### config.mk
export PLATFORM = sky130hd
export DESIGN_NAME = lcdc_decoder
export DESIGN_NICKNAME = d
export VERILOG_FILES = /design/src/verilog/lcdc_pkg.sv /design/src/verilog/lcdc_text_mem.sv /design/src/verilog/lcdc_decoder.sv
export VERILOG_INCLUDE_DIRS = /design/src /design/src/verilog
export SDC_FILE = /design/constraint.sdc
export NUM_CORES = 1
export LEC_CHECK = 0
export BUFFER_PORTS_ARGS = -buffer_cell sky130_fd_sc_hd__buf_4
export CAP_MARGIN = 15
export CORE_ASPECT_RATIO = 1.25
export CORE_MARGIN = 2
export CORE_UTILIZATION = 40
export DETAILED_ROUTE_END_ITERATION = 8
export PLACE_DENSITY_LB_ADDON = 0.12
export SETUP_SLACK_MARGIN = 0.15
export SKIP_CTS_REPAIR_TIMING = 1
export SLEW_MARGIN = 20
export SYNTH_ARGS = -nofsm -noshare
export SYNTH_HDL_FRONTEND = slang
export SYNTH_SLANG_ARGS = --single-unit
export TNS_END_PERCENT = 5
### constraint.sdc
create_clock -name clk -period 5.1 [get_ports clk]
set_input_delay 0.255 -clock clk [delete_from_list [all_inputs] [get_ports clk]]
set_output_delay 0.255 -clock clk [all_outputs]
set_load 0.005 [all_outputs]
### src/verilog/lcdc_map.svh
// Constants of the character display command decoder: opcodes, field bits,
// reset values and memory sizes. Definitions only; included by the decoder.
`ifndef LCDC_MAP_SVH
`define LCDC_MAP_SVH

// Instruction classes as mask / match pairs on the command byte
`define LCDC_CLR_MASK   8'hff
`define LCDC_CLR_VAL    8'h01
`define LCDC_HOME_MASK  8'hfe
`define LCDC_HOME_VAL   8'h02
`define LCDC_ENTRY_MASK 8'hfc
`define LCDC_ENTRY_VAL  8'h04
`define LCDC_DISP_MASK  8'hf8
`define LCDC_DISP_VAL   8'h08
`define LCDC_SHIFT_MASK 8'hf0
`define LCDC_SHIFT_VAL  8'h10
`define LCDC_FSET_MASK  8'he0
`define LCDC_FSET_VAL   8'h20
`define LCDC_ADDR_MASK  8'h80
`define LCDC_ADDR_VAL   8'h80

// Field bit positions
`define LCDC_B_ENTRY_INC  1
`define LCDC_B_ENTRY_SHF  0
`define LCDC_B_DISP_ON    2
`define LCDC_B_CURS_ON    1
`define LCDC_B_BLINK_ON   0
`define LCDC_B_FONT_WIDE  2
`define LCDC_B_FOUR_LINE  0
`define LCDC_B_SC_DISPLAY 3
`define LCDC_B_SC_RIGHT   2
`define LCDC_B_IF_8BIT    4
`define LCDC_B_TWO_LINE   3
`define LCDC_B_EXT_PAGE   2
`define LCDC_B_DBL_HEIGHT 1

// Reset values, fill code and memory sizes
`define LCDC_RST_SHIFT_EN 4'hf
`define LCDC_BLANK_CODE   8'h20
`define LCDC_ADDR_W       7
`define LCDC_DATA_W       8

`endif

### src/verilog/lcdc_pkg.sv
// Types shared by the command decoder, the host model and the bench.
// Assumes lcdc_map.svh for the numeric constants.
package lcdc_pkg;
    // One host transfer on the parallel port
    typedef struct packed {
        logic       register_select;
        logic       read_write;
        logic [7:0] data;
    } lcdc_xfer_t;

    // Display on/off control fields
    typedef struct packed {
        logic display_on;
        logic cursor_on;
        logic blink_on;
    } lcdc_disp_t;

    typedef enum logic [0:0] {
        LCDC_IDLE  = 1'b0,
        LCDC_CLEAR = 1'b1
    } lcdc_state_t;
endpackage

### src/verilog/lcdc_text_mem.sv
// Display text memory: one write port, one read port with registered data.
// Assumes a single clock; contents are not reset, the decoder blanks them.
`timescale 1ns/1ps
module lcdc_text_mem #(
    parameter int ADDR_W = 7,
    parameter int DATA_W = 8
) (
    input  wire logic              clk,
    input  wire logic              reset,
    input  wire logic              wr_en,
    input  wire logic [ADDR_W-1:0] wr_addr,
    input  wire logic [DATA_W-1:0] wr_data,
    input  wire logic [ADDR_W-1:0] rd_addr,
    output logic      [DATA_W-1:0] rd_data
);
    logic [DATA_W-1:0] mem [0:(1<<ADDR_W)-1];

    // Elaboration check: a zero-width port cannot hold a character
    if (ADDR_W < 1 || DATA_W < 1) begin : g_bad_size
        $error("lcdc_text_mem: bad size");
    end

    // Array write; no reset so it maps onto a RAM
    always_ff @(posedge clk) begin
        if (wr_en) begin
            mem[wr_addr] <= wr_data;
        end
    end

    // Read register, cleared so the port is defined from reset
    always_ff @(posedge clk or posedge reset) begin
        if (reset) begin
            rd_data <= '0;
        end else begin
            rd_data <= mem[rd_addr];
        end
    end
endmodule

### src/verilog/lcdc_decoder.sv
// Command decoder of a character display controller with its text memory.
// Assumes host transfers arrive as one-cycle strobes synchronous to clk.
`timescale 1ns/1ps
`include "lcdc_map.svh"
module lcdc_decoder import lcdc_pkg::*; #(
    parameter int ADDR_W = `LCDC_ADDR_W
) (
    input  wire logic                   clk,
    input  wire logic                   reset,
    input  wire logic                   host_strobe,
    input  wire lcdc_xfer_t             host_xfer,
    input  wire logic [ADDR_W-1:0]      scan_addr,
    output logic      [7:0]             scan_data,
    output logic                        busy,
    output logic      [ADDR_W-1:0]      cursor_addr,
    output logic      [3:0][ADDR_W-1:0] line_shift,
    output lcdc_disp_t                  disp_ctrl,
    output logic                        entry_increment,
    output logic                        entry_shift,
    output logic                        ext_cmd_page,
    output logic                        double_height,
    output logic                        iface_8bit,
    output logic                        two_line,
    output logic                        four_line,
    output logic                        font_wide,
    output logic                        line4_shift_enable,
    output logic      [1:0]             line3_line2_shift_enable,
    output logic                        line1_shift_enable
);
    // Elaboration check: the line start addresses only fit a 7-bit cursor
    if (ADDR_W != `LCDC_ADDR_W) begin : g_bad_addr_w
        $error("lcdc_decoder: line start addresses need a 7-bit address");
    end

    function automatic logic op_is(input logic [7:0] b, input logic [7:0] m,
                                   input logic [7:0] v);
        return (b & m) == v;
    endfunction

    // Moves every enabled line one place left (up) or right (down)
    function automatic logic [3:0][ADDR_W-1:0] shift_lines(
            input logic [3:0][ADDR_W-1:0] cur, input logic [3:0] en,
            input logic left);
        logic [3:0][ADDR_W-1:0] r;
        r = cur;
        for (int i = 0; i < 4; i++) begin
            if (en[i]) begin
                r[i] = left ? cur[i] + 1'b1 : cur[i] - 1'b1;
            end
        end
        return r;
    endfunction

    lcdc_state_t       state;
    logic [ADDR_W-1:0] clr_cnt;
    logic [3:0]        shift_en;
    logic              take;
    logic              cmd;
    logic              wr;
    logic [7:0]        b;
    logic              is_clr;
    logic              is_home;
    logic              is_entry;
    logic              is_disp;
    logic              is_shift;
    logic              is_fset;
    logic              is_addr;
    logic              mem_we;
    logic [ADDR_W-1:0] mem_waddr;
    logic [7:0]        mem_wdata;

    // Transfers during a clear are dropped; the host must watch busy
    assign take     = host_strobe && !busy;
    assign cmd      = take && !host_xfer.register_select && !host_xfer.read_write;
    assign wr       = take && host_xfer.register_select && !host_xfer.read_write;
    assign b        = host_xfer.data;
    assign is_clr   = cmd && op_is(b, `LCDC_CLR_MASK, `LCDC_CLR_VAL);
    assign is_home  = cmd && !ext_cmd_page && op_is(b, `LCDC_HOME_MASK, `LCDC_HOME_VAL);
    assign is_entry = cmd && !ext_cmd_page && op_is(b, `LCDC_ENTRY_MASK, `LCDC_ENTRY_VAL);
    assign is_disp  = cmd && op_is(b, `LCDC_DISP_MASK, `LCDC_DISP_VAL);
    assign is_shift = cmd && op_is(b, `LCDC_SHIFT_MASK, `LCDC_SHIFT_VAL);
    assign is_fset  = cmd && op_is(b, `LCDC_FSET_MASK, `LCDC_FSET_VAL);
    assign is_addr  = cmd && !ext_cmd_page && op_is(b, `LCDC_ADDR_MASK, `LCDC_ADDR_VAL);
    assign shift_en = {line4_shift_enable, line3_line2_shift_enable, line1_shift_enable};

    // Clearing owns the write port; otherwise host data goes to the cursor
    assign mem_we    = (state == LCDC_CLEAR) || wr;
    assign mem_waddr = (state == LCDC_CLEAR) ? clr_cnt : cursor_addr;
    assign mem_wdata = (state == LCDC_CLEAR) ? `LCDC_BLANK_CODE : host_xfer.data;

    lcdc_text_mem #(
        .ADDR_W (ADDR_W),
        .DATA_W (`LCDC_DATA_W)
    ) u_mem (
        .clk     (clk),
        .reset   (reset),
        .wr_en   (mem_we),
        .wr_addr (mem_waddr),
        .wr_data (mem_wdata),
        .rd_addr (scan_addr),
        .rd_data (scan_data)
    );

    // Clear sequencer; reset starts a blanking pass so no command is needed
    always_ff @(posedge clk or posedge reset) begin
        if (reset) begin
            state   <= LCDC_CLEAR;
            busy    <= 1'b1;
            clr_cnt <= '0;
        end else begin
            case (state)
                LCDC_IDLE: begin
                    if (is_clr) begin
                        state   <= LCDC_CLEAR;
                        busy    <= 1'b1;
                        clr_cnt <= '0;
                    end
                end
                LCDC_CLEAR: begin
                    clr_cnt <= clr_cnt + 1'b1;
                    if (&clr_cnt) begin
                        state <= LCDC_IDLE;
                        busy  <= 1'b0;
                    end
                end
                default: begin
                    state <= LCDC_IDLE;
                    busy  <= 1'b0;
                end
            endcase
        end
    end

    // Cursor address counter
    always_ff @(posedge clk or posedge reset) begin
        if (reset) begin
            cursor_addr <= '0;
        end else if (state == LCDC_CLEAR || is_clr || is_home) begin
            cursor_addr <= '0;
        end else if (wr) begin
            cursor_addr <= entry_increment ? cursor_addr + 1'b1 : cursor_addr - 1'b1;
        end else if (is_shift && !ext_cmd_page && !b[`LCDC_B_SC_DISPLAY]) begin
            cursor_addr <= b[`LCDC_B_SC_RIGHT] ? cursor_addr + 1'b1
                                               : cursor_addr - 1'b1;
        end else if (is_addr) begin
            cursor_addr <= b[ADDR_W-1:0];
        end
    end

    // Per-line display offsets; only enabled lines move
    always_ff @(posedge clk or posedge reset) begin
        if (reset) begin
            line_shift <= '0;
        end else if (is_clr || is_home) begin
            line_shift <= '0;
        end else if (wr && entry_shift) begin
            line_shift <= shift_lines(line_shift, shift_en, entry_increment);
        end else if (is_shift && !ext_cmd_page && b[`LCDC_B_SC_DISPLAY]) begin
            line_shift <= shift_lines(line_shift, shift_en, !b[`LCDC_B_SC_RIGHT]);
        end
    end

    // Entry mode; a clear also restores increment but keeps the shift setting
    always_ff @(posedge clk or posedge reset) begin
        if (reset) begin
            entry_increment <= 1'b1;
            entry_shift     <= 1'b0;
        end else if (is_clr) begin
            entry_increment <= 1'b1;
        end else if (is_entry) begin
            entry_increment <= b[`LCDC_B_ENTRY_INC];
            entry_shift     <= b[`LCDC_B_ENTRY_SHF];
        end
    end

    // Function set: page select, interface width, line count, double height
    always_ff @(posedge clk or posedge reset) begin
        if (reset) begin
            ext_cmd_page  <= 1'b0;
            double_height <= 1'b0;
            iface_8bit    <= 1'b1;
            two_line      <= 1'b0;
        end else if (is_fset) begin
            ext_cmd_page <= b[`LCDC_B_EXT_PAGE];
            iface_8bit   <= b[`LCDC_B_IF_8BIT];
            two_line     <= b[`LCDC_B_TWO_LINE];
            if (!b[`LCDC_B_EXT_PAGE]) begin
                double_height <= b[`LCDC_B_DBL_HEIGHT];
            end
        end
    end

    // Display control on the basic page, extended function set on the other
    always_ff @(posedge clk or posedge reset) begin
        if (reset) begin
            disp_ctrl <= '0;
            four_line <= 1'b0;
            font_wide <= 1'b0;
        end else if (is_disp && !ext_cmd_page) begin
            disp_ctrl.display_on <= b[`LCDC_B_DISP_ON];
            disp_ctrl.cursor_on  <= b[`LCDC_B_CURS_ON];
            disp_ctrl.blink_on   <= b[`LCDC_B_BLINK_ON];
        end else if (is_disp) begin
            font_wide <= b[`LCDC_B_FONT_WIDE];
            four_line <= b[`LCDC_B_FOUR_LINE];
        end
    end

    // Shift enables live on the extended page only
    always_ff @(posedge clk or posedge reset) begin
        if (reset) begin
            {line4_shift_enable, line3_line2_shift_enable, line1_shift_enable}
                <= `LCDC_RST_SHIFT_EN;
        end else if (is_shift && ext_cmd_page) begin
            {line4_shift_enable, line3_line2_shift_enable, line1_shift_enable}
                <= b[3:0];
        end
    end
endmodule

# Word-level counts from Yosys, hierarchy flattened
# Memories as Yosys holds them, arrays and structs flattened. A register that Yosys moved wholly into a read port is not among the register bits.
# Index checks and enable logic that the tools add are counted.
# word_totals
regBits	59
mem_bits_rw	1024
inputBits	20
out_inout_bits	59
n_memories	1
# mem_list
name	words	width	rd	rd_ports_with_merged_regs	write_ports	line_no	text
u_mem.mem	128	8	1	1	1	lcdc_text_mem.sv:16	logic [DATA_W-1:0] mem [0:(1<<ADDR_W)-1];
# classes
n_addsub	11
eq_ne	16
n_mux	39
n_bitwise	4
reduce_logical	40
# op_table
operator	count
7-bit 2-to-1 mux	24
28-bit 2-to-1 mux	3
7-bit by 1-bit adder with 7-bit output, second input constant	6
7-bit by 1-bit subtractor with 7-bit output, second input constant	5
3-bit != test, second input constant	8
1-bit logical AND	19
7-bit case mux with 2 select lines	1
3-bit AND reduction	4
8-bit by 1-bit equality test with 1-bit output, second input constant	1
1-bit 2-to-1 mux	8
8-bit 2-to-1 mux	1
2-bit AND reduction	4
7-bit by 1-bit equality test with 1-bit output, second input constant	1
7-bit AND reduction	1
6-bit by 1-bit equality test with 1-bit output, second input constant	1
5-bit by 1-bit equality test with 1-bit output, second input constant	1
1-bit zero test	5
4-bit by 1-bit equality test with 1-bit output, second input constant	1
1-bit logical OR	4
1-bit NOT	4
1-bit case mux with 2 select lines	2
4-bit nonzero test	1
3-bit by 1-bit equality test with 1-bit output, second input constant	1
3-bit nonzero test	1
other kinds (3)	3

# Depth between registers and ports, before layout
# depth
depth_word	10
mapped_depth	9
mapped_depth_nobuf	8

# By module
# From an unflattened synthesis, not the netlist that was laid out.
# unflattened
hier_cells	2076
hier_area_um2	43601.8
# by_module_without_submodules
module	n_inst	cells_per_inst	area_each_um2
lcdc_text_mem	1	1636	39705.6
lcdc_decoder	1	440	3896.2

# Worst setup path before layout
# OpenSTA, ideal clock, no wires.
# synth_path
path_kind	register to register
start	register state
end	memory u_mem.mem[0][3] (data pin)
setup_time_ps	828
arrival_time_ps	4104
slack_ps	167
stages_incl_launch_ff	5
period_less_slack_ps	4933
cell_sequence	dfstp_2 > clkbuf_1 > buf_1 > clkbuf_1 > nor2b_1
# synth_between
elab_chain_len	1
# synth_lines
item	line_no	text
start, declared	lcdc_decoder.sv:54	lcdc_state_t state;
start signal, assigned	lcdc_decoder.sv:107	state <= LCDC_CLEAR;
start signal, assigned	lcdc_decoder.sv:114	state <= LCDC_CLEAR;
start signal, assigned	lcdc_decoder.sv:122	state <= LCDC_IDLE;
8-bit 2-to-1 mux	lcdc_decoder.sv:89	assign mem_wdata = (state == LCDC_CLEAR) ? `LCDC_BLANK_CODE : host_xfer.data;
net mem_wdata[3]	lcdc_decoder.sv:70	logic [7:0] mem_wdata;
end, declared	lcdc_text_mem.sv:16	
# The timed path passes the listed nets, and every way through them passes these cells.

# Final worst setup path
# layout_path
start	register state
end	memory u_mem.mem[33][2] (enable)
# layout_between
elab_chain_len	3
word_cells_on_any_way	4
classes_between	mux: 3; reduce/logical: 1
# layout_lines
item	line_no	text
1-bit logical OR	lcdc_decoder.sv:87	assign mem_we = (state == LCDC_CLEAR) || wr;
1-bit 2-to-1 mux	lcdc_text_mem.sv:25	if (wr_en) begin
1-bit 2-to-1 mux (not written as such)	lcdc_text_mem.sv:26	mem[wr_addr] <= wr_data;
# Parallel ways exist; a longest one is shown, timed or not.

==> PnR_summary.wiki <==
{| class="wikitable"
! Metric !! Value
|-
| Result of the run || complete, but fails checks
|-
| Violated checks || negative hold slack
|-
| Slew margin rel. || 26.8%
|-
| Number of flops mapped to enable cells by yosys || 1024
|-
| Wire length of the first global-routing pass || 155000 um
|-
| Setup clock skew after layout || 20.4 ps
|-
| Switching Fraction || 21.1%
|-
| Pwr Density || 375 nW/um^2
|-
| Quantity of I/O buffers inserted on ports || 78
|-
| Clock tree from TritonCTS || done
|-
| RSZ-0062 raised after global routing || no
|-
| Clock Tree Root || clkbuf_16
|-
| Arrival @ worst endpoint || 4400 ps
|-
| Pin count of the biggest net entering global routing || 93
|-
| Post-detail-place hpwl || 66700 um
|-
| Flip-flop cell with the highest count after synthesis || edfxtp_1
|-
| Number of warnings reported in the yosys synthesis log || 0
|-
| Async SR Flop Fraction || 6.14%
|-
| Portion of synthesized cell area occupied by the leading cell type || 70.6%
|-
| Final hold violations || 1
|-
| Number of inserted filler cells in the final layout || 9113
|-
| Total grt overflow || 0
|-
| Iteration-0 DRC count of the detailed router || 1756
|-
| Clock tree buffer depth || 3
|-
| Number of H-tree branching levels || 3
|-
| Length of the first detailed-routing pass in iterations || 5
|-
| Endpoint required time on the critical path || 5410 ps
|-
| Vias per cell || 5.60
|-
| Maximum achievable frequency || 245 MHz
|-
| Most utilized layer in the global route result || met2
|-
| Most frequently used cell type in the post-synthesis netlist || edfxtp_1
|-
| Reg power frac || 52.8%
|-
| Synth Register Bits || 1091
|-
| Most frequent cells after synthesis || edfxtp_1 (1024), mux4_2 (336), nor2_1 (185)
|-
| Placement Rows || 135
|-
| Fin nets || 2250
|-
| Final setup violation count || 0
|-
| Crit path kind || flip-flop to flip-flop
|-
| Cells after synthesis || 2093
|-
| Fraction of met2 tracks used by global routing || 32.0%
|-
| CTS buffer count || 101
|-
| Depth of the most critical reg-to-reg path || 4
|-
| Critical Path Sink || u_mem.mem[33][2]
|-
| Total routing resource utilization after global routing || 19.2%
|-
| Met3 usage in global routing || 2.80%
|-
| Endpoint kind of the worst setup timing path || flip-flop
|-
| Count of nets left with antenna violations after detail routing || 0
|-
| Clock slew seen by the registers of the worst setup and hold paths || 60 ps
|-
| Min-Delay Path Class || input pin to flip-flop
|-
| Clk pwr share || 42.5%
|-
| Largest cells by area after synthesis || edfxtp_1 (71%), mux4_2 (17%), dfrtp_1 (3.4%)
|-
| Detailed-route wire length per cell || 28.3 um
|-
| Distinct cell type count after synthesis || 60
|-
| Area of the core || 108000 sq um
|-
| IO Pins || 79
|-
| Final weighted congestion in routability-driven placement || 0.784
|-
| Cell type with the largest total area after synthesis || edfxtp_1
|-
| Mapped Area || 43500 sq um
|-
| Reg2reg start || state
|-
| Critical Path Source || state
|-
| DR vias || 21.0k
|-
| Number of antenna violations at the first check in global routing || 5
|-
| MaxCap Viol Count || 0
|-
| Number of global-route vias before repair || 21.9k
|-
| Post-route minimum period || 4080 ps
|-
| Maximum resistive drop on vdd || 0.000298 V
|-
| DR DRC count || 0
|-
| Horizontal die dimension || 299 um
|-
| Fraction of the yosys area taken by sequential cells || 74.5%
|-
| Switching pwr || 3.92 mW
|-
| Final-report max-slew violation count || 0
|-
| Final core utilization || 45.9%
|-
| Static Leakage || 15.7 nW
|-
| Ratio of cells with drive above 1 in the final layout || 29.4%
|-
| Total detailed-routing wirelength || 106000 um
|-
| Number of sinks on the clock net || 1091
|-
| Crit-path max FO || 33
|-
| Mean Syn Cell Area || 20.8 sq um
|-
| Initial core utilization || 40.3%
|-
| Worst setup slack for register-to-register paths || 1020 ps
|-
| Logic gate share of total power || 4.7%
|-
| Startpoint class of the critical path || flip-flop
|-
| Final period utilization || 80.1%
|-
| Global routing usage on met1 || 26.6%
|-
| Worst-skew pair later-pin latency || 710 ps
|-
| Setup TNS || 0 ps
|-
| Power Internal || 14.7 mW
|-
| Hold slack || -14.8 ps
|-
| Full die area || 112000 sq um
|-
| Chip height || 373 um
|-
| Reg-to-Reg End || u_mem.mem[33][2]
|-
| Number of nets produced by synthesis || 2124
|-
| Slew of the pin with the lowest slew margin || 1090 ps
|-
| Layout Area Growth over Synthesis || 14.0%
|}
-- cell type report --
class,instances,area (sq um),share of cell area (%)
sequential,1091,32400,65.3
multi-input combinational,866,10600,21.4
clock buffer,108,2550,5.14
tap,1438,1800,3.62
timing repair buffer,139,1240,2.49
clock inverter,79,922,1.86
inverter,20,75.1,0.151
antenna,2,5.00,0.0101
-- power by group through the flow --
stage,sequential [mW],combinational (mW),clock [mW]
CTS,9.82,0.899,8.11
global route,9.81,0.936,8.43
detailed placement,10.0,0.898,0
floorplan,10.0,0.531,0
global placement,10.0,0.882,0
finish,9.82,0.878,7.91
-- placed cells by master, fill, tap and decap left out, drive strengths merged, types with 7 or more instances in the layout --
| cell type | n |
|---|---|
| dfstp | 8 |
| and3 | 7 |
| clkbuf | 108 |
| dlygate4sd3 | 7 |
| clkinv | 51 |
| dfrtp | 59 |
| clkinvlp | 7 |
| o21ai | 39 |
| nand3 | 26 |
| mux4 | 336 |
| o2111ai | 7 |
| nand4 | 8 |
| a21oi | 29 |
| nand2 | 62 |
| nor2 | 185 |
| bufinv | 17 |
| edfxtp | 1024 |
| mux2 | 18 |
| nor3 | 10 |
| xnor2 | 31 |
| inv | 24 |
| a211oi | 9 |
| ha | 11 |
| buf | 132 |
-- registers in the layout, indices dropped and copies added (netlist names), 2 cells and up --
signal and cells:
disp_ctrl 3, clr_cnt 7, cursor_addr 7, u_mem.mem 1024
line_shift 28, line3_line2_shift_enable 2, u_mem.rd_data 8
-- metal layers --
layer / wire (um) / part of all wire, %
met4: 1800 / 1.7
met1: 45200 / 43
met3: 5010 / 4.7
met5: 57 / 0.054
met2: 53800 / 51
-- worst min path at each step --
stage	start	to	slack [ps]	cells past startpoint
after global routing	host_xfer[7]	ext_cmd_page	5	3
after CTS	host_xfer[4]	iface_8bit	-180	2
after global placement	line3_line2_shift_enable[1]	line3_line2_shift_enable[1]	480	2
after floorplan	host_xfer[1]	entry_increment	380	2
after detailed placement	font_wide	font_wide	490	2
final	host_xfer[7]	ext_cmd_page	-10	3
-- worst max-delay path: stages, from the launching register on --
cell     delay [ps]
dfstp_2        1040
inv_1           420
o32ai_2         920
nand2_1         510
nor2_1          790
-- through the flow --
step / cells / worst slack [ps] / area, sq um / hold WS (ps) / power, mW
6_report: 3743 / 1020 / 49700 / -14.8 / 18.6
5_1_grt: 3741 / 839 / 49600 / 4.79 / 19.2
4_1_cts: 3733 / 973 / 49600 / -176 / 18.8
3_5_place_dp: 3546 / 969 / 46100 / 492 / 10.9
3_3_place_gp: 3544 / 1120 / 46000 / 485 / 10.9
2_1_floorplan: 2093 / 167 / 43500 / 382 / 10.5
-- cells by family (layout without fill, tap and decap cells) --
logic type	Yosys count	after routing	share of synthesized area (%)
flops	1091	1091	74.5
buf+inv	136	346	1.29
fa+ha+maj	11	11	0.316
simple gates	346	346	3.58
other cells	0	2	0
xor+xnor	33	33	0.664
compound gates	117	117	1.70
mux	359	359	18.0
No activity file was read; power rests on OpenSTA's default activity.
